--- src/inc/gpcfg_pkg.sv ---
// Summary of operation
// - debug control register holds a debugger-disable bit, a timer-remap bit and spare control bits.
// - read-only debug status reports forced-debug and serial-wire-active; writes ignored.
// - debug status holds boot-select level caught at last power-on or pin reset.
// - low mode register: pin3 [15:12], pin2 [11:8], pin1 [7:4], pin0 [3:0].
// - mode 0 is analog; that pin's input bit reads one.
// - mode 1 push-pull, mode 5 open-drain, level from output data bit.
// - mode 4 floating input; mode 8 pulled input, direction from output data bit.
// - mode 9 push-pull, mode 13 open-drain alternate output driven by peripheral.
// - all three low mode registers reset to all floating inputs.
// - during reset the boot-select pin is an input with pull-up.
// - after reset the regulator-enable pin is open-drain driven by that signal.
// - in jtag mode, jtag data-out pin becomes a push-pull output.
// - in serial-wire mode the data pin direction follows the debugger.
// - second timer channels on port A pins 0-3, or port B pins 1-4 remapped.
// - high mode registers cover pins 7-4 with same coding, reset all floating.
// - analog mode disables drivers and pulls and ties digital input high.
package gpcfg_pkg;
    localparam logic [31:0] PA_MODE_LOW_ADDR = 32'h4000_b000;
    localparam logic [31:0] PB_MODE_LOW_ADDR = 32'h4000_b400;
    localparam logic [31:0] PC_MODE_LOW_ADDR = 32'h4000_b800;
    localparam logic [31:0] MODE_HIGH_OFS = 32'h0000_0004;
    localparam logic [31:0] OUT_DATA_OFS = 32'h0000_000c;
    localparam logic [31:0] IN_LEVEL_OFS = 32'h0000_0008;
    localparam logic [31:0] DEBUG_CTRL_ADDR = 32'h4000_bc00;
    localparam logic [31:0] DEBUG_STATE_ADDR = 32'h4000_bc04;
    localparam logic [15:0] MODE_RESET = 16'h4444;
    localparam int FIELD_W = 4;
    localparam logic [3:0] M_ANALOG = 4'h0;
    localparam logic [3:0] M_OUT_PP = 4'h1;
    localparam logic [3:0] M_IN_FLOAT = 4'h4;
    localparam logic [3:0] M_OUT_OD = 4'h5;
    localparam logic [3:0] M_IN_PULL = 4'h8;
    localparam logic [3:0] M_ALT_PP = 4'h9;
    localparam logic [3:0] M_ALT_OD = 4'hd;
    // debug control fields
    localparam int DBG_DISABLE_BIT = 0;
    localparam int DBG_TIMER_REMAP_BIT = 1;
    localparam int DBG_CTRL_W = 4;
    localparam logic [3:0] DBG_CTRL_RESET = 4'h0;
    // debug state fields
    localparam int ST_SW_BIT = 0;
    localparam int ST_FORCED_BIT = 1;
    localparam int ST_BOOT_BIT = 3;
    // fixed pin indices, flat index = port*8 + pin
    localparam int BOOT_SEL_PIN = 5;
    localparam int REG_EN_PIN = 7;
    localparam int JTAG_RST_PIN = 16;
    localparam int JTAG_TDO_PIN = 18;
    localparam int JTAG_TDI_PIN = 19;
    localparam int SW_DATA_PIN = 20;
    localparam int TIMER_DEFAULT_BASE = 0;
    // port A pin offset of each timer channel, two bits per channel: 1->0, 2->3, 3->1, 4->2
    localparam logic [7:0] TIMER_DEFAULT_ORDER = 8'h9c;
    localparam int TIMER_REMAP_BASE = 9;
endpackage

--- src/gpcfg_top.sv ---
// Added by the designer: the plain strobed port.
`timescale 1ns/1ps
`default_nettype none
// pin configuration, debug status and fixed-pin overrides for three 8-pin ports
module gpcfg_top #(
    parameter int NPORTS = 3,
    parameter int NPINS = 24
) (
    input wire logic clk_in,                    // 20 MHz system clock
    input wire logic srst_in,                   // synchronous reset, high
    input wire logic por_in,                    // power-on reset indication, high
    input wire logic external_reset_in_n,       // pin reset, low
    input wire logic boot_select_in_n,          // boot-select level, low
    input wire logic [31:0] addr_in,            // register byte address
    input wire logic [31:0] wdata_in,           // write data
    input wire logic wr_in,                     // write strobe
    input wire logic rd_in,                     // read strobe
    output logic [31:0] rdata_out,              // read data, cycle after rd_in
    input wire logic jtag_on_in,                // jtag debug mode active
    input wire logic sw_on_in,                  // serial-wire debug mode active
    input wire logic sw_drive_in,               // debugger wants swdio driven
    input wire logic sw_data_in,                // swdio data from debug port
    input wire logic forced_debug_in,           // debug forced by hardware
    input wire logic jtag_data_out_in,          // jtag test data output
    input wire logic reg_enable_in,             // regulator enable signal
    input wire logic [3:0] timer_ch_in,         // second timer channel outputs
    input wire logic [NPINS-1:0] alt_data_in,   // other peripheral outputs
    input wire logic [NPINS-1:0] pad_in,        // pad levels
    output logic [NPINS-1:0] pad_out,           // pad output value
    output logic [NPINS-1:0] pad_oe_n_out,      // pad output enable, low drives
    output logic [NPINS-1:0] pull_up_out,       // pull-up enable
    output logic [NPINS-1:0] pull_down_out,     // pull-down enable
    output logic [NPINS-1:0] level_out,         // digital input path to peripherals
    output logic debugger_disable_out,          // debugger disabled by software
    output logic timer_remap_out                // second timer remap selected
);
    logic [15:0] mode_lo_q [NPORTS];
    logic [15:0] mode_lo_d [NPORTS];
    logic [15:0] mode_hi_q [NPORTS];
    logic [15:0] mode_hi_d [NPORTS];
    logic [7:0] out_q [NPORTS];
    logic [7:0] out_d [NPORTS];
    logic [gpcfg_pkg::DBG_CTRL_W-1:0] dbg_ctrl_q, dbg_ctrl_d;
    logic boot_flag_q, boot_flag_d;
    logic [31:0] rdata_q, rdata_d;
    logic [4*NPINS-1:0] sw_modes, eff_modes;
    logic [NPINS-1:0] out_bits, alt_bits, force_data, force_pu, data_mux;
    logic [NPINS-1:0] dl, dh, pu, pd, lvl;
    logic [NPINS-1:0] pad_q, oe_n_q, pu_q, pd_q, lvl_q;

    // register file
    always_comb begin
        logic [31:0] base;
        logic [31:0] ofs;
        base = '0;
        ofs = '0;
        dbg_ctrl_d = dbg_ctrl_q;
        for (int p = 0; p < NPORTS; p++) begin
            mode_lo_d[p] = mode_lo_q[p];
            mode_hi_d[p] = mode_hi_q[p];
            out_d[p] = out_q[p];
        end
        rdata_d = '0;
        if (addr_in == gpcfg_pkg::DEBUG_CTRL_ADDR) begin
            if (wr_in) begin
                dbg_ctrl_d = wdata_in[gpcfg_pkg::DBG_CTRL_W-1:0];
            end
            rdata_d[gpcfg_pkg::DBG_CTRL_W-1:0] = dbg_ctrl_q;
        end else if (addr_in == gpcfg_pkg::DEBUG_STATE_ADDR) begin
            // status has no write path at all
            rdata_d[gpcfg_pkg::ST_SW_BIT] = sw_on_in;
            rdata_d[gpcfg_pkg::ST_FORCED_BIT] = forced_debug_in;
            rdata_d[gpcfg_pkg::ST_BOOT_BIT] = boot_flag_q;
        end
        for (int p = 0; p < NPORTS; p++) begin
            base = gpcfg_pkg::PA_MODE_LOW_ADDR + 32'(p) * 32'h0000_0400;
            ofs = addr_in - base;
            if (ofs == 32'h0000_0000) begin
                if (wr_in) begin
                    mode_lo_d[p] = wdata_in[15:0];
                end
                rdata_d = {16'h0000, mode_lo_q[p]};
            end else if (ofs == gpcfg_pkg::MODE_HIGH_OFS) begin
                if (wr_in) begin
                    mode_hi_d[p] = wdata_in[15:0];
                end
                rdata_d = {16'h0000, mode_hi_q[p]};
            end else if (ofs == gpcfg_pkg::IN_LEVEL_OFS) begin
                rdata_d = {24'h00_0000, lvl_q[8*p +: 8]};
            end else if (ofs == gpcfg_pkg::OUT_DATA_OFS) begin
                if (wr_in) begin
                    out_d[p] = wdata_in[7:0];
                end
                rdata_d = {24'h00_0000, out_q[p]};
            end
        end
        if (!rd_in) begin
            rdata_d = '0;
        end
    end

    // boot-select caught on every clocked cycle of a power-on or pin reset, so the last cycle's level is kept
    always_comb begin
        boot_flag_d = boot_flag_q;
        if (srst_in && (por_in || !external_reset_in_n)) begin
            boot_flag_d = ~boot_select_in_n;
        end
    end

    always_ff @(posedge clk_in) begin
        if (srst_in) begin
            for (int p = 0; p < NPORTS; p++) begin
                mode_lo_q[p] <= gpcfg_pkg::MODE_RESET;
                mode_hi_q[p] <= gpcfg_pkg::MODE_RESET;
                out_q[p] <= 8'h00;
            end
            dbg_ctrl_q <= gpcfg_pkg::DBG_CTRL_RESET;
            rdata_q <= '0;
        end else begin
            for (int p = 0; p < NPORTS; p++) begin
                mode_lo_q[p] <= mode_lo_d[p];
                mode_hi_q[p] <= mode_hi_d[p];
                out_q[p] <= out_d[p];
            end
            dbg_ctrl_q <= dbg_ctrl_d;
            rdata_q <= rdata_d;
        end
        // flag survives other resets, so it is outside the reset branch
        boot_flag_q <= boot_flag_d;
    end

    // flatten per-pin state, choose peripheral sources
    always_comb begin
        for (int p = 0; p < NPORTS; p++) begin
            sw_modes[32*p +: 16] = mode_lo_q[p];
            sw_modes[32*p+16 +: 16] = mode_hi_q[p];
            out_bits[8*p +: 8] = out_q[p];
        end
        alt_bits = alt_data_in;
        for (int c = 0; c < 4; c++) begin
            if (dbg_ctrl_q[gpcfg_pkg::DBG_TIMER_REMAP_BIT]) begin
                alt_bits[gpcfg_pkg::TIMER_REMAP_BASE + c] = timer_ch_in[c];
            end else begin
                // default channels are not in pin order on port A
                alt_bits[gpcfg_pkg::TIMER_DEFAULT_BASE
                    + int'(gpcfg_pkg::TIMER_DEFAULT_ORDER[2*c +: 2])] = timer_ch_in[c];
            end
        end
        data_mux = alt_bits;
        if (force_data[gpcfg_pkg::REG_EN_PIN]) data_mux[gpcfg_pkg::REG_EN_PIN] = reg_enable_in;
        if (force_data[gpcfg_pkg::JTAG_TDO_PIN]) data_mux[gpcfg_pkg::JTAG_TDO_PIN] = jtag_data_out_in;
        if (force_data[gpcfg_pkg::SW_DATA_PIN]) data_mux[gpcfg_pkg::SW_DATA_PIN] = sw_data_in;
    end

    gpcfg_override #(.NPINS(NPINS)) u_ovr (
        .mode_in(sw_modes),
        .rst_active_in(srst_in),
        .jtag_on_in(jtag_on_in & ~dbg_ctrl_q[gpcfg_pkg::DBG_DISABLE_BIT]),
        .sw_on_in(sw_on_in & ~dbg_ctrl_q[gpcfg_pkg::DBG_DISABLE_BIT]),
        .sw_drive_in(sw_drive_in),
        .mode_out(eff_modes),
        .force_data_out(force_data),
        .force_pull_up_out(force_pu)
    );

    genvar g;
    generate
        for (g = 0; g < NPINS; g++) begin : g_pin
            gpcfg_pin_cell u_cell (
                .mode_in(eff_modes[4*g +: 4]),
                .out_data_in(out_bits[g] | force_pu[g]),
                .alt_data_in(data_mux[g]),
                .pad_in(pad_in[g]),
                .drive_low_out(dl[g]),
                .drive_high_out(dh[g]),
                .pull_up_out(pu[g]),
                .pull_down_out(pd[g]),
                .level_out(lvl[g])
            );
        end
    endgenerate

    always_ff @(posedge clk_in) begin
        pad_q <= dh;
        oe_n_q <= ~(dl | dh);
        pu_q <= pu;
        pd_q <= pd;
        lvl_q <= lvl;
    end

    assign rdata_out = rdata_q;
    assign pad_out = pad_q;
    assign pad_oe_n_out = oe_n_q;
    assign pull_up_out = pu_q;
    assign pull_down_out = pd_q;
    assign level_out = lvl_q;
    assign debugger_disable_out = dbg_ctrl_q[gpcfg_pkg::DBG_DISABLE_BIT];
    assign timer_remap_out = dbg_ctrl_q[gpcfg_pkg::DBG_TIMER_REMAP_BIT];

    chk_reset_mode_value: assert property (@(posedge clk_in) disable iff (srst_in)
        $past(srst_in) |-> mode_lo_q[0] == 16'h4444)
        else $error("mode register not at reset value");
    chk_upper_bits_zero: assert property (@(posedge clk_in) disable iff (srst_in)
        rdata_out[31:16] == 16'h0000)
        else $error("upper read bits not zero");
    chk_boot_pin_pull: assert property (@(posedge clk_in) srst_in |=> pull_up_out[gpcfg_pkg::BOOT_SEL_PIN])
        else $error("boot pin not pulled up in reset");
    chk_regen_no_source: assert property (@(posedge clk_in) disable iff (srst_in)
        !srst_in ##1 !srst_in |-> !pad_out[gpcfg_pkg::REG_EN_PIN])
        else $error("regulator pin sourcing current");
    chk_analog_level: assert property (@(posedge clk_in) disable iff (srst_in)
        (eff_modes[3:0] == 4'h0) |=> level_out[0])
        else $error("analog pin input not high");
    chk_tdo_drives: assert property (@(posedge clk_in) disable iff (srst_in)
        (jtag_on_in && !debugger_disable_out) |=> !pad_oe_n_out[gpcfg_pkg::JTAG_TDO_PIN])
        else $error("jtag data out not driven");
    chk_tdi_pull: assert property (@(posedge clk_in) disable iff (srst_in)
        (jtag_on_in && !debugger_disable_out) |=> pull_up_out[gpcfg_pkg::JTAG_TDI_PIN])
        else $error("jtag data in not pulled up");
    chk_status_read: assert property (@(posedge clk_in) disable iff (srst_in)
        rd_in && addr_in == gpcfg_pkg::DEBUG_STATE_ADDR |=> rdata_out[gpcfg_pkg::ST_SW_BIT] == $past(sw_on_in))
        else $error("status read mismatch");
endmodule
`default_nettype wire

--- src/gpcfg_pin_cell.sv ---
`timescale 1ns/1ps
`default_nettype none
// one pin: decodes its 4-bit mode into pad controls
module gpcfg_pin_cell (
    input wire logic [3:0] mode_in,   // effective mode code
    input wire logic out_data_in,     // output data bit
    input wire logic alt_data_in,     // peripheral data
    input wire logic pad_in,          // level at the pad
    output logic drive_low_out,       // n-mos sink on
    output logic drive_high_out,      // p-mos source on
    output logic pull_up_out,         // pull-up on
    output logic pull_down_out,       // pull-down on
    output logic level_out            // digital input path
);
    logic data;
    always_comb begin
        drive_low_out = 1'b0;
        drive_high_out = 1'b0;
        pull_up_out = 1'b0;
        pull_down_out = 1'b0;
        level_out = pad_in;
        data = out_data_in;
        case (mode_in)
            gpcfg_pkg::M_ANALOG: begin
                level_out = 1'b1;
            end
            gpcfg_pkg::M_OUT_PP, gpcfg_pkg::M_ALT_PP: begin
                data = (mode_in == gpcfg_pkg::M_ALT_PP) ? alt_data_in : out_data_in;
                drive_low_out = ~data;
                drive_high_out = data;
            end
            gpcfg_pkg::M_OUT_OD, gpcfg_pkg::M_ALT_OD: begin
                data = (mode_in == gpcfg_pkg::M_ALT_OD) ? alt_data_in : out_data_in;
                drive_low_out = ~data;
            end
            gpcfg_pkg::M_IN_PULL: begin
                pull_up_out = out_data_in;
                pull_down_out = ~out_data_in;
            end
            // unlisted codes behave as a floating input
            default: begin
                level_out = pad_in;
            end
        endcase
    end
endmodule
`default_nettype wire

--- src/gpcfg_override.sv ---
`timescale 1ns/1ps
`default_nettype none
// imposes fixed-pin overrides on the software mode fields
module gpcfg_override #(
    parameter int NPINS = 24
) (
    input wire logic [4*NPINS-1:0] mode_in,     // software modes
    input wire logic rst_active_in,              // reset in progress
    input wire logic jtag_on_in,                 // jtag debug active
    input wire logic sw_on_in,                   // serial-wire debug active
    input wire logic sw_drive_in,                // debugger drives swdio
    output logic [4*NPINS-1:0] mode_out,         // effective modes
    output logic [NPINS-1:0] force_data_out,     // forced data select
    output logic [NPINS-1:0] force_pull_up_out   // forced pull-up
);
    always_comb begin
        mode_out = mode_in;
        force_data_out = '0;
        force_pull_up_out = '0;
        if (rst_active_in) begin
            mode_out[4*gpcfg_pkg::BOOT_SEL_PIN +: 4] = gpcfg_pkg::M_IN_PULL;
            force_pull_up_out[gpcfg_pkg::BOOT_SEL_PIN] = 1'b1;
        end else begin
            mode_out[4*gpcfg_pkg::REG_EN_PIN +: 4] = gpcfg_pkg::M_ALT_OD;
        end
        if (jtag_on_in) begin
            mode_out[4*gpcfg_pkg::JTAG_RST_PIN +: 4] = gpcfg_pkg::M_IN_PULL;
            mode_out[4*gpcfg_pkg::JTAG_TDI_PIN +: 4] = gpcfg_pkg::M_IN_PULL;
            force_pull_up_out[gpcfg_pkg::JTAG_RST_PIN] = 1'b1;
            force_pull_up_out[gpcfg_pkg::JTAG_TDI_PIN] = 1'b1;
            mode_out[4*gpcfg_pkg::JTAG_TDO_PIN +: 4] = gpcfg_pkg::M_ALT_PP;
        end
        if (sw_on_in) begin
            mode_out[4*gpcfg_pkg::SW_DATA_PIN +: 4] = sw_drive_in ? gpcfg_pkg::M_ALT_PP
                                                                 : gpcfg_pkg::M_IN_FLOAT;
            force_data_out[gpcfg_pkg::SW_DATA_PIN] = 1'b1;
        end
        if (!rst_active_in) begin
            force_data_out[gpcfg_pkg::REG_EN_PIN] = 1'b1;
        end
        if (jtag_on_in) begin
            force_data_out[gpcfg_pkg::JTAG_TDO_PIN] = 1'b1;
        end
    end
endmodule
`default_nettype wire

--- config.mk ---
export PLATFORM = sky130hd
export DESIGN_NAME = gpcfg_top
export DESIGN_NICKNAME = d
export VERILOG_FILES = /design/src/inc/gpcfg_pkg.sv /design/src/gpcfg_top.sv /design/src/gpcfg_pin_cell.sv /design/src/gpcfg_override.sv
export SDC_FILE = /design/constraint.sdc
export NUM_CORES = 1
export LEC_CHECK = 0
export BUFFER_PORTS_ARGS = -buffer_cell sky130_fd_sc_hd__buf_2
export CORE_MARGIN = 1
export CORE_UTILIZATION = 55
export CTS_CLUSTER_DIAMETER = 120
export DETAILED_ROUTE_END_ITERATION = 7
export PLACE_DENSITY = 0.81
export SETUP_SLACK_MARGIN = 0.1
export SLEW_MARGIN = 40
export SYNTH_ARGS = -nofsm -noshare
export SYNTH_HDL_FRONTEND = slang
export SYNTH_SLANG_ARGS = --single-unit
--- constraint.sdc ---
create_clock -name clk_in -period 10.8 [get_ports clk_in]
set_input_delay 1.08 -clock clk_in [delete_from_list [all_inputs] [get_ports clk_in]]
set_output_delay 1.08 -clock clk_in [all_outputs]
set_load 0.005 [all_outputs]
==> out/results.ini, run 1 <==
[outcome]
status=complete, no violations

[grt]
grt_max_degree=82
antenna_found_initial=2
grt_pass1_wl_um=57400
grt_pass1_vias=10200
overflow=0
grtUsageTotal=0.341

[timing]
layout_min_cycle_time_ns=4.72
slew_viol_final=0
min_period_over_period=0.437
hold_viol=0
hold_ws_ns=0.456
max_slew_margin=0.457
skew_ns=0.00863
fin_setup_tns_ns=0
fmax_mhz=212
tightest_slew_ns=0.794
rsz0062_at_grt=false
setup_viol=0

[synthesis]
syn_inst=1330
yosysUniqueCellTypes=83
synth.most_common_cell=dfxtp_1
synth_async_sr_flop_share=0
seq_area_frac_synth=0.447
syn_area_per_cell_um2=8.80
synth_seq_cells=261
yosys_warnings=0
synth_top_area_frac=0.444
syn_area_um2=11700
synth_area_leaders=dfxtp_1, mux2i_1, nor2_1
yosys.area.top_type=dfxtp_1
synth_edf_count=1
synthTopCellsByCount=dfxtp_1, nor2_1, nand2_1, mux2i_1, a21oi_1
synth_flop_cell=dfxtp_1

[power_and_ir_drop]
power_density_nw_per_um2=147
leakage_nw=6.10
peakVddDrop_mv=0.120

[placed_design]
dpl.cell_count=1787
portBuffers=251
routabilityCongestion=1.00
dp_hpwl_um=27900

[critical_path]
worstSetupEndpointType=register
worstSetupPathType=input port to register
critPathTopFamily=compound AO/OA/AOI/OAI gates
rrSetupSlack_ns=8.79
worstSetupStartpointType=input port
cp_num_buf_inv=3
reg2reg_depth=3
max_stage_delay_ns=0.72
critPathRequiredTime_ns=11.19
r2r_start=dbg_ctrl_q[1]
cp.arrival_ns=5.11
cp_max_fo=11
r2r-end=pad_oe_n_out[12]
worstPathCellList=buf_2 > inv_1 > ha_1 > a21oi_1 > nor3b_1 > o32a_1 > a2111oi_0 > and3_1 > nand2_1 > nor3_4 > buf_4 > mux2i_1 > nor2_1
worst_path_max_delay_cell=a2111oi_0

[cts]
htree_num_levels=1
cts_hold_buf=0
cts_sinks=261
cts-root-buf=clkbuf_16
cts_buffers=27
clkLatencyLatePin_ns=0.53
clockBufferDepth=3
path_clk_slew_ns=0.06
postCtsResizedCells=0
cts_tree=built
post_cts.repair.setup_buffers=0

[die]
design.core.area_um2=21000
die_area_um2=21900
start_util=0.559
die_h_um=148
fp.dieW_um=148
io_pins=284
row_count=53

[finish]
area_growth_pct=18.8
instances_no_fill=1838
fin_util=0.664
layout.nets=1673
fill_cells=1720
final_layout_size_suffix_gt1_frac=0.220
register_area_um2=5240
multi_input_area_um2=5900

[hold_path]
hold_path_end=pad_oe_n_out[10]
hold_path_class=register to register
whs_path_depth=1
hp-start=mode_lo_q[0][24]

[drt]
vias=11200
wl_per_cell_um=20.8
drc_errors=0
drt_iter0_drc=1216
wirelength_um=38300
final_antenna_net_count=0
viasPerCell=6.07
firstDrtPassIters=6

[flow_run]
drv_cap=0

-- cells by family after synthesis --
family,Yosys count,synth area share
compound gates,266,0.156
xor+xnor,5,0.00374
fa+ha+maj,2,0.00214
buf+inv,142,0.0555
flops,261,0.447
mux,121,0.107
other cells,1,0.000320
simple gates,532,0.228
-- state kept, by name (all words and copies together) (netlist names) --
name           count
mode_hi_q         48
mode_lo_q         48
level_out         24
out_q             24
pad_oe_n_out      24
pad_out           24
pull_down_out     24
pull_up_out       24
rdata_out         16
dbg_ctrl_q         4
boot_flag_q        1
-- worst max-delay path by stage --
stage,startpoint,endpoint,cells after the start
global placement,addr_in[11],mode_lo_q[0][24],13
detailed placement,addr_in[11],mode_lo_q[0][27],13
finish,addr_in[11],mode_lo_q[0][27],13
global route,addr_in[11],mode_lo_q[0][25],13
CTS,addr_in[11],mode_lo_q[0][27],13
floorplan,addr_in[11],mode_lo_q[0][18],13
-- worst register-to-register path, stage by stage, from the launching register on --
cell and delay (ns):
dfxtp_1 0.79, mux2i_1 0.56, a21oi_1 0.19, a211o_1 0.35
-- routing by layer --
layer  GRT usage  vias to the layer above  wire, µm
li1            -                     5142         -
met1       0.468                     5209     16000
met3      0.0880                      107      4470
met2       0.517                      694     16500
met4       0.118                        4      1300
met5      0.0136                        -        51
-- report_power, final --
part	total (mW)	leakage (nW)	internal (mW)	switching, mW
Sequential	0.975	2.12	0.970	0.00556
Clock	0.949	0.432	0.557	0.392
Combinational	0.118	3.55	0.0412	0.0773
Total	2.04	6.10	1.57	0.475
-- cells in the final DEF (no fill, tap or decap), types with 6 or more instances in the layout --
master     count
o211ai_1      10
o22ai_1       13
nor2b_1       13
a222oi_1       8
nand3_1       22
a211o_1       10
clkbuf_16     27
conb_1        16
or3_1          6
nand3b_1      17
a21o_1        27
clkbuf_1       7
buf_2        250
and3_1        50
nor3_1        40
a211oi_1       8
a22oi_1       19
a22o_1         9
a31oi_1        6
dfxtp_1      260
nand2_1      136
mux2_2        15
o21ai_0       33
nand4_1        6
nor4_1        11
nor2_1       174
mux2i_1      104
a21oi_1       73
buf_4         10
inv_1         48
nand2b_1       6
-- cell type report --
| class | count | share of cell area |
|---|---|---|
| Clock inverter | 12 | 0.0115 |
| Antenna cell | 2 | 0.000360 |
| Tap cell | 275 | 0.0247 |
| Inverter | 48 | 0.0130 |
| Multi-Input combinational cell | 942 | 0.424 |
| Timing Repair Buffer | 261 | 0.0962 |
| Clock buffer | 37 | 0.0534 |
| Sequential cell | 261 | 0.376 |
-- stage by stage --
step | area (µm²) | setup WS [ns] | power [mW]
final | 13900 | 6.08 | 2.04
after global routing | 13900 | 5.84 | 2.09
after CTS | 13900 | 6.19 | 2.04
after detailed placement | 13000 | 5.67 | 1.11
after global placement | 13000 | 5.65 | 1.11
after floorplan | 11800 | 6.67 | 1.06
Power figures use the tool's default switching activity.
==> run 2, diff against run 1 <==
--- a/config.mk
+++ b/config.mk
@@ -7,10 +7,10 @@
 export LEC_CHECK = 0
 export BUFFER_PORTS_ARGS = -buffer_cell sky130_fd_sc_hd__buf_2
 export CORE_MARGIN = 1
-export CORE_UTILIZATION = 55
+export CORE_UTILIZATION = 49
 export CTS_CLUSTER_DIAMETER = 120
 export DETAILED_ROUTE_END_ITERATION = 7
-export PLACE_DENSITY = 0.81
+export PLACE_DENSITY = 0.76
 export SETUP_SLACK_MARGIN = 0.1
 export SLEW_MARGIN = 40
 export SYNTH_ARGS = -nofsm -noshare
==> constraint.sdc (replaced) <==
create_clock -name clk_in -period 3.9 [get_ports clk_in]
set_input_delay 0.39 -clock clk_in [delete_from_list [all_inputs] [get_ports clk_in]]
set_output_delay 0.39 -clock clk_in [all_outputs]
set_load 0.005 [all_outputs]
==> run 2 against run 1 <==
Clock power increased to 2.7 times the previous value. Wire length increased by 2.3%. First-iteration DRC count decreased by 0.82%. Sequential cell count unchanged. Critical endpoint is now mode_lo_q[0][37].
==> out/results.ini, run 2 (synthesis results as in run 1) <==
[timing]
fmax_mhz=320
min_period_over_period=0.801
fin_ws_ns=0.775  ; was 6.08 ns
rsz0062_at_grt=false  ; unchanged
skew_ns=0.0123  ; was 0.00863 ns
hold_viol=0  ; unchanged
max_slew_margin=0.453  ; was 0.457
fin_setup_tns_ns=0  ; unchanged
tightest_slew_ns=0.818  ; was 0.794 ns
hold_ws_ns=0.0101  ; was 0.456 ns
layout_min_cycle_time_ns=3.12
slew_viol_final=0  ; unchanged
setup_viol=0  ; unchanged

[cts]
path_clk_slew_ns=0.06  ; about the same
clkLatencyLatePin_ns=0.55  ; was 0.53 ns
cts_tree=built  ; unchanged
cts_sinks=261  ; unchanged
clockBufferDepth=3  ; unchanged
htree_num_levels=1  ; unchanged
post_cts.repair.setup_buffers=0  ; unchanged
cts_buffers=27  ; unchanged
cts_hold_buf=0  ; unchanged
postCtsResizedCells=0  ; unchanged
cts-root-buf=clkbuf_16  ; unchanged

[critical_path]
cp_max_fo=16  ; was 11
critPathTopFamily=simple AND/OR/NAND/NOR gates  ; was compound AO/OA/AOI/OAI gates
critPathRequiredTime_ns=4.36  ; was 11.19 ns
worst_path_max_delay_cell=or4_1  ; was a2111oi_0
cp.arrival_ns=3.59  ; was 5.11 ns
worstSetupStartpointType=input port  ; unchanged
cp_num_buf_inv=3  ; unchanged
worstSetupPathType=input port to register  ; unchanged
max_stage_delay_ns=0.64  ; was 0.72 ns
worstSetupEndpointType=register  ; unchanged
worstPathCellList=buf_2 > or4_1 > a2111oi_0 > xnor2_1 > o21ai_0 > or3_1 > or2_1 > buf_4 > nor3_4 > buf_12 > nand2_1 > a21oi_1  ; was buf_2 > inv_1 > ha_1 > a21oi_1 > nor3b_1 > o32a_1 > a2111oi_0 > and3_1 > nand2_1 > nor3_4 > buf_4 > mux2i_1 > nor2_1

[grt]
met3_usage=0.0493  ; was 0.0880
grt_pass1_vias=10400  ; was 10,200
grt_busiest_layer=met2  ; unchanged
grtUsageTotal=0.316  ; was 0.341
overflow=0  ; unchanged
grt_pass1_wl_um=59700  ; was 57,400 µm
grt_max_degree=61  ; was 82
antenna_found_initial=1  ; was 2
grtUsageMet1=0.450  ; was 0.468
grt_use_met2=0.490  ; was 0.517

[finish]
fill_cells=2066  ; was 1,720
fin_util=0.615  ; was 0.664
multi_input_area_um2=5890  ; was 5900 µm²
final_cell_mix=dfxtp_1, buf_2, nor2_1, nand2_1, mux2i_1  ; unchanged
top_regs=mode_hi_q: 48 flops, mode_lo_q: 48 flops  ; unchanged
layout.nets=1733  ; was 1,673
layout_commonest_cell=dfxtp_1  ; unchanged
register_area_um2=5240  ; unchanged
final_layout_size_suffix_gt1_frac=0.248  ; was 0.220
area_growth_pct=23.2  ; was 18.8%

[drt]
wirelength_um=39100  ; was 38,300 µm
drc_errors=0  ; unchanged
vias=11300  ; was 11,200
firstDrtPassIters=6  ; unchanged
viasPerCell=5.81  ; was 6.07
wl_per_cell_um=20.2  ; was 20.8 µm
final_antenna_net_count=0  ; unchanged
drt_iter0_drc=1206  ; was 1,216

[placed_design]
dp_slack_ns=0.274  ; was 5.67 ns
portBuffers=251  ; unchanged
routabilityCongestion=0.952  ; was 1.00
dp_hpwl_um=29200  ; was 27,900 µm

[hold_path]
hold_path_class=input port to register  ; was register to register

[die]
fp.dieW_um=157  ; was 148 µm
row_count=56  ; was 53
die_h_um=157  ; was 148 µm
die_area_um2=24500  ; was 21,900 µm²
design.core.area_um2=23500  ; was 21,000 µm²
start_util=0.499  ; was 0.559
io_pins=284  ; unchanged

[flow_run]
drv_cap=0  ; unchanged

[outcome]
status=complete, no violations  ; unchanged

[power_and_ir_drop]
peakVddDrop_mv=0.325  ; was 0.120 mV
power_density_nw_per_um2=389  ; was 147 nW/µm²
leakage_nw=6.40  ; was 6.10 nW

[run 2: cell count changes in the layout (fill, tap and decap cells not counted), moves of 2 or more]
cell	delta
clkbuf_8	+5
clkinvlp_4	-2
clkbuf_1	-3
buf_4	+57
buf_12	+4
bufinv_16	-2
[run 2: stage by stage]
| step | std cells | instance area, µm² | power, mW |
|---|---|---|---|
| finish | 1939 | 14400 | 5.61 |
| global route | 1939 | 14400 | 5.76 |
| CTS | 1938 | 14400 | 5.62 |
| detailed placement | 1891 | 13500 | 3.09 |
| global placement | 1891 | 13500 | 3.09 |
| floorplan | 1345 | 11800 | 2.93 |
[run 2: cell type report]
| type | instances | area share |
|---|---|---|
| timing repair buffer | 321 | 0.127 |
| antenna | 1 | 0.000173 |
| tap | 319 | 0.0277 |
| clock buffer | 39 | 0.0555 |
| clock inverter | 8 | 0.00624 |
| multi-input combinational | 942 | 0.408 |
| sequential | 261 | 0.363 |
| inverter | 48 | 0.0125 |
[run 2: path summary, 6_finish.rpt]
path | slack [ns] | end | from | cells after the start
max reg2reg | 1.99 | rdata_out[0] | out_q[0][0] | 7
min reg2reg | 0.46 | pad_oe_n_out[9] | mode_lo_q[0][20] | 1
max | 0.78 | mode_lo_q[0][37] | addr_in[19] | 12
min | 0.01 | level_out[22] | pad_in[22] | 2
[run 2: layer usage]
layer  part of all wire  wire length, µm
met1               0.44            17200
met2               0.44            17100
met3              0.092             3590
met4              0.033             1290
met5                  0                0
[run 2: report_power, final]
| group | total (mW) | internal [mW] | switching [mW] |
|---|---|---|---|
| Clock | 2.57 | 1.50 | 1.08 |
| Combinational | 0.336 | 0.123 | 0.213 |
| Sequential | 2.70 | 2.69 | 0.0159 |
==> run 3, diff against run 2 <==
--- a/config.mk
+++ b/config.mk
@@ -7,10 +7,10 @@
 export LEC_CHECK = 0
 export BUFFER_PORTS_ARGS = -buffer_cell sky130_fd_sc_hd__buf_2
 export CORE_MARGIN = 1
-export CORE_UTILIZATION = 49
+export CORE_UTILIZATION = 54
 export CTS_CLUSTER_DIAMETER = 120
 export DETAILED_ROUTE_END_ITERATION = 7
-export PLACE_DENSITY = 0.76
+export PLACE_DENSITY = 0.79
 export SETUP_SLACK_MARGIN = 0.1
 export SLEW_MARGIN = 40
 export SYNTH_ARGS = -nofsm -noshare
==> constraint.sdc (replaced) <==
create_clock -name clk_in -period 3.2 [get_ports clk_in]
set_input_delay 0.32 -clock clk_in [delete_from_list [all_inputs] [get_ports clk_in]]
set_output_delay 0.32 -clock clk_in [all_outputs]
set_load 0.005 [all_outputs]
==> run 3 against run 2 <==
Utilization grew 10 points. Wire length up 5.7%. Cell count is 2.2% higher. Hold slack better by 0.0086 ns. Non-clock buffer count up 85. Register-to-register slack worse by 0.77 ns. First-iteration DRC count decreased by 6.0%. Clock skew is 0.010 ns higher. Setup slack got worse by 0.49 ns. Global-route usage up 4.8 points. Critical path depth decreased by 1. Die area is 9.1% lower. Largest cell class unchanged. Highest routed layer unchanged.
==> out/results.ini, run 3 (synthesis results as in run 1) <==
[outcome]
status=complete, no violations  ; unchanged

[die]
io_pins=284  ; unchanged
die_h_um=149  ; was 157 µm
fp.dieW_um=149  ; was 157 µm
row_count=53  ; was 56
start_util=0.554  ; was 0.499
design.core.area_um2=21200  ; was 23,500 µm²
die_area_um2=22300  ; was 24,500 µm²

[power_and_ir_drop]
peakVddDrop_mv=0.401  ; was 0.325 mV
power_density_nw_per_um2=464  ; was 389 nW/µm²
leakage_nw=6.84  ; was 6.40 nW

[finish]
top_regs=mode_hi_q: 48 flops, mode_lo_q: 48 flops  ; unchanged
final_layout_size_suffix_gt1_frac=0.276  ; was 0.248
layout_commonest_cell=dfxtp_1  ; unchanged
area_growth_pct=29.6  ; was 23.2%
layout.nets=1818  ; was 1,733
final_cell_mix=dfxtp_1, buf_2, nor2_1, nand2_1, buf_4  ; was dfxtp_1, buf_2, nor2_1, nand2_1, mux2i_1
instances_no_fill=1982  ; was 1,939

[grt]
met3_usage=0.0743  ; was 0.0493
grtUsageMet1=0.499  ; was 0.450
overflow=0  ; unchanged
grt_busiest_layer=met2  ; unchanged
grt_pass1_vias=11200  ; was 10,400
grt_max_degree=60  ; was 61
grtUsageTotal=0.364  ; was 0.316
antenna_found_initial=1  ; unchanged
grt_use_met2=0.565  ; was 0.490
grt_pass1_wl_um=62400  ; was 59,700 µm

[placed_design]
dp_slack_ns=-0.375  ; was 0.274 ns
routabilityCongestion=0.975  ; was 0.952
portBuffers=251  ; unchanged
dp_hpwl_um=30400  ; was 29,200 µm
dpl.cell_count=1907  ; was 1,891

[drt]
viasPerCell=5.98  ; was 5.81
drt_iter0_drc=1134  ; was 1,206
wl_per_cell_um=20.9  ; was 20.2 µm
final_antenna_net_count=0  ; unchanged
vias=11900  ; was 11,300
wirelength_um=41400  ; was 39,100 µm
drc_errors=0  ; unchanged
firstDrtPassIters=8  ; was 6

[timing]
layout_min_cycle_time_ns=2.91
slew_viol_final=0  ; unchanged
fin_ws_ns=0.290  ; was 0.775 ns
fmax_mhz=344
min_period_over_period=0.909
rsz0062_at_grt=false  ; unchanged
skew_ns=0.0227  ; was 0.0123 ns
hold_viol=0  ; unchanged
setup_viol=0  ; unchanged
max_slew_margin=0.459  ; was 0.453
tightest_slew_ns=0.810  ; was 0.818 ns

[critical_path]
startpoint=addr_in[19]  ; unchanged
reg2reg_depth=4  ; was 7
critPathRequiredTime_ns=3.59  ; was 4.36 ns
rrSetupSlack_ns=1.22  ; was 1.99 ns
cp.arrival_ns=3.30  ; was 3.59 ns
worstSetupEndpoint=out_q[0][19]  ; was mode_lo_q[0][37]
worstSetupEndpointType=register  ; unchanged
worstSetupStartpointType=input port  ; unchanged
cp_max_fo=8  ; was 16
worstSetupPathType=input port to register  ; unchanged
r2r-end=pad_out[9]  ; was rdata_out[0]
r2r_start=dbg_ctrl_q[1]  ; was out_q[0][0]

[cts]
path_clk_slew_ns=0.06  ; about the same
cts_tree=built  ; unchanged
cts_sinks=261  ; unchanged
cts-root-buf=clkbuf_16  ; unchanged
post_cts.repair.setup_buffers=0  ; unchanged
clockBufferDepth=3  ; unchanged
htree_num_levels=1  ; unchanged
cts_buffers=27  ; unchanged
clkLatencyLatePin_ns=0.54  ; was 0.55 ns

[flow_run]
drv_cap=0  ; unchanged

[hold_path]
hold_path_class=input port to register  ; unchanged

run 3: cell count changes in the layout (fill, tap and decap cells not counted), moves of 2 or more:
| cell | previous run | this run |
|---|---|---|
| bufinv_16 | 1 | 3 |
| clkbuf_1 | 4 | 2 |
| clkinv_2 | 3 | 6 |
| dlygate4sd3_1 | 0 | 25 |
| buf_4 | 67 | 124 |
| clkbuf_8 | 8 | 5 |
| buf_12 | 4 | 7 |
run 3: power by group:
| part | leakage (nW) | total (mW) | switching, mW | internal [mW] |
|---|---|---|---|---|
| logic | 4.26 | 0.502 | 0.291 | 0.211 |
| clock network | 0.460 | 3.25 | 1.33 | 1.92 |
| registers | 2.12 | 3.29 | 0.0200 | 3.27 |
run 3: layout make-up:
type / instances / area, µm²
fillers: 1572 / 5980
multi-input cells: 942 / 5910
flip-flops and latches: 261 / 5240
repair buffers: 406 / 2570
clock buffers: 34 / 752
well taps: 275 / 344
inverters: 48 / 180
clock inverters: 15 / 174
diodes: 1 / 2.50
run 3: worst max-delay path, stage by stage:
cell and delay (ns):
buf_2 0.13, or4_1 0.60, a2111oi_0 0.35, buf_4 0.18
xnor2_1 0.12, o21ai_0 0.12, or3_1 0.44, or3_1 0.48
nor2_8 0.28, mux2i_1 0.22, nor2_1 0.05
run 3: stage by stage:
stage          hold WS [ns]  setup TNS, ns  total power, mW  area, µm²   util
3_5_place_dp          0.432         -21.55             3.82      14000  0.661
2_1_floorplan         0.394              0             3.57      11800      -
3_3_place_gp          0.426         -19.38             3.82      14000  0.661
6_report             0.0186              0             7.04      15200  0.717
4_1_cts              0.0203              0             7.03      15200  0.717
5_1_grt              0.0272              0             7.22      15200  0.717
run 3: worst min path at each step:
| stage | to | cells after the start | slack (ns) | startpoint |
|---|---|---|---|---|
| floorplan | pad_oe_n_out[9] | 1 | 0.39 | mode_lo_q[0][20] |
| CTS | pad_out[18] | 2 | 0.02 | jtag_data_out_in |
| finish | pad_out[18] | 2 | 0.02 | jtag_data_out_in |
| global placement | pad_oe_n_out[9] | 1 | 0.43 | mode_lo_q[0][20] |
| global route | pad_out[18] | 2 | 0.03 | jtag_data_out_in |
| detailed placement | pad_oe_n_out[9] | 1 | 0.43 | mode_lo_q[0][20] |
run 3: what timing repair did:
| action | 4_1_cts | 5_1_grt |
|---|---|---|
| hold endpoints to repair | 25 | 0 |
| gates resized for setup | 0 | 2 |
| hold buffers | 25 | 0 |
| endpoints found under the setup margin | 0 | 24 |
run 3: layer usage:
| layer | routed length, µm | vias up |
|---|---|---|
| met1 | 17200 | 5588 |
| li1 | - | 5423 |
| met3 | 4580 | 115 |
| met4 | 1360 | 0 |
| met5 | 0 | - |
| met2 | 18200 | 732 |
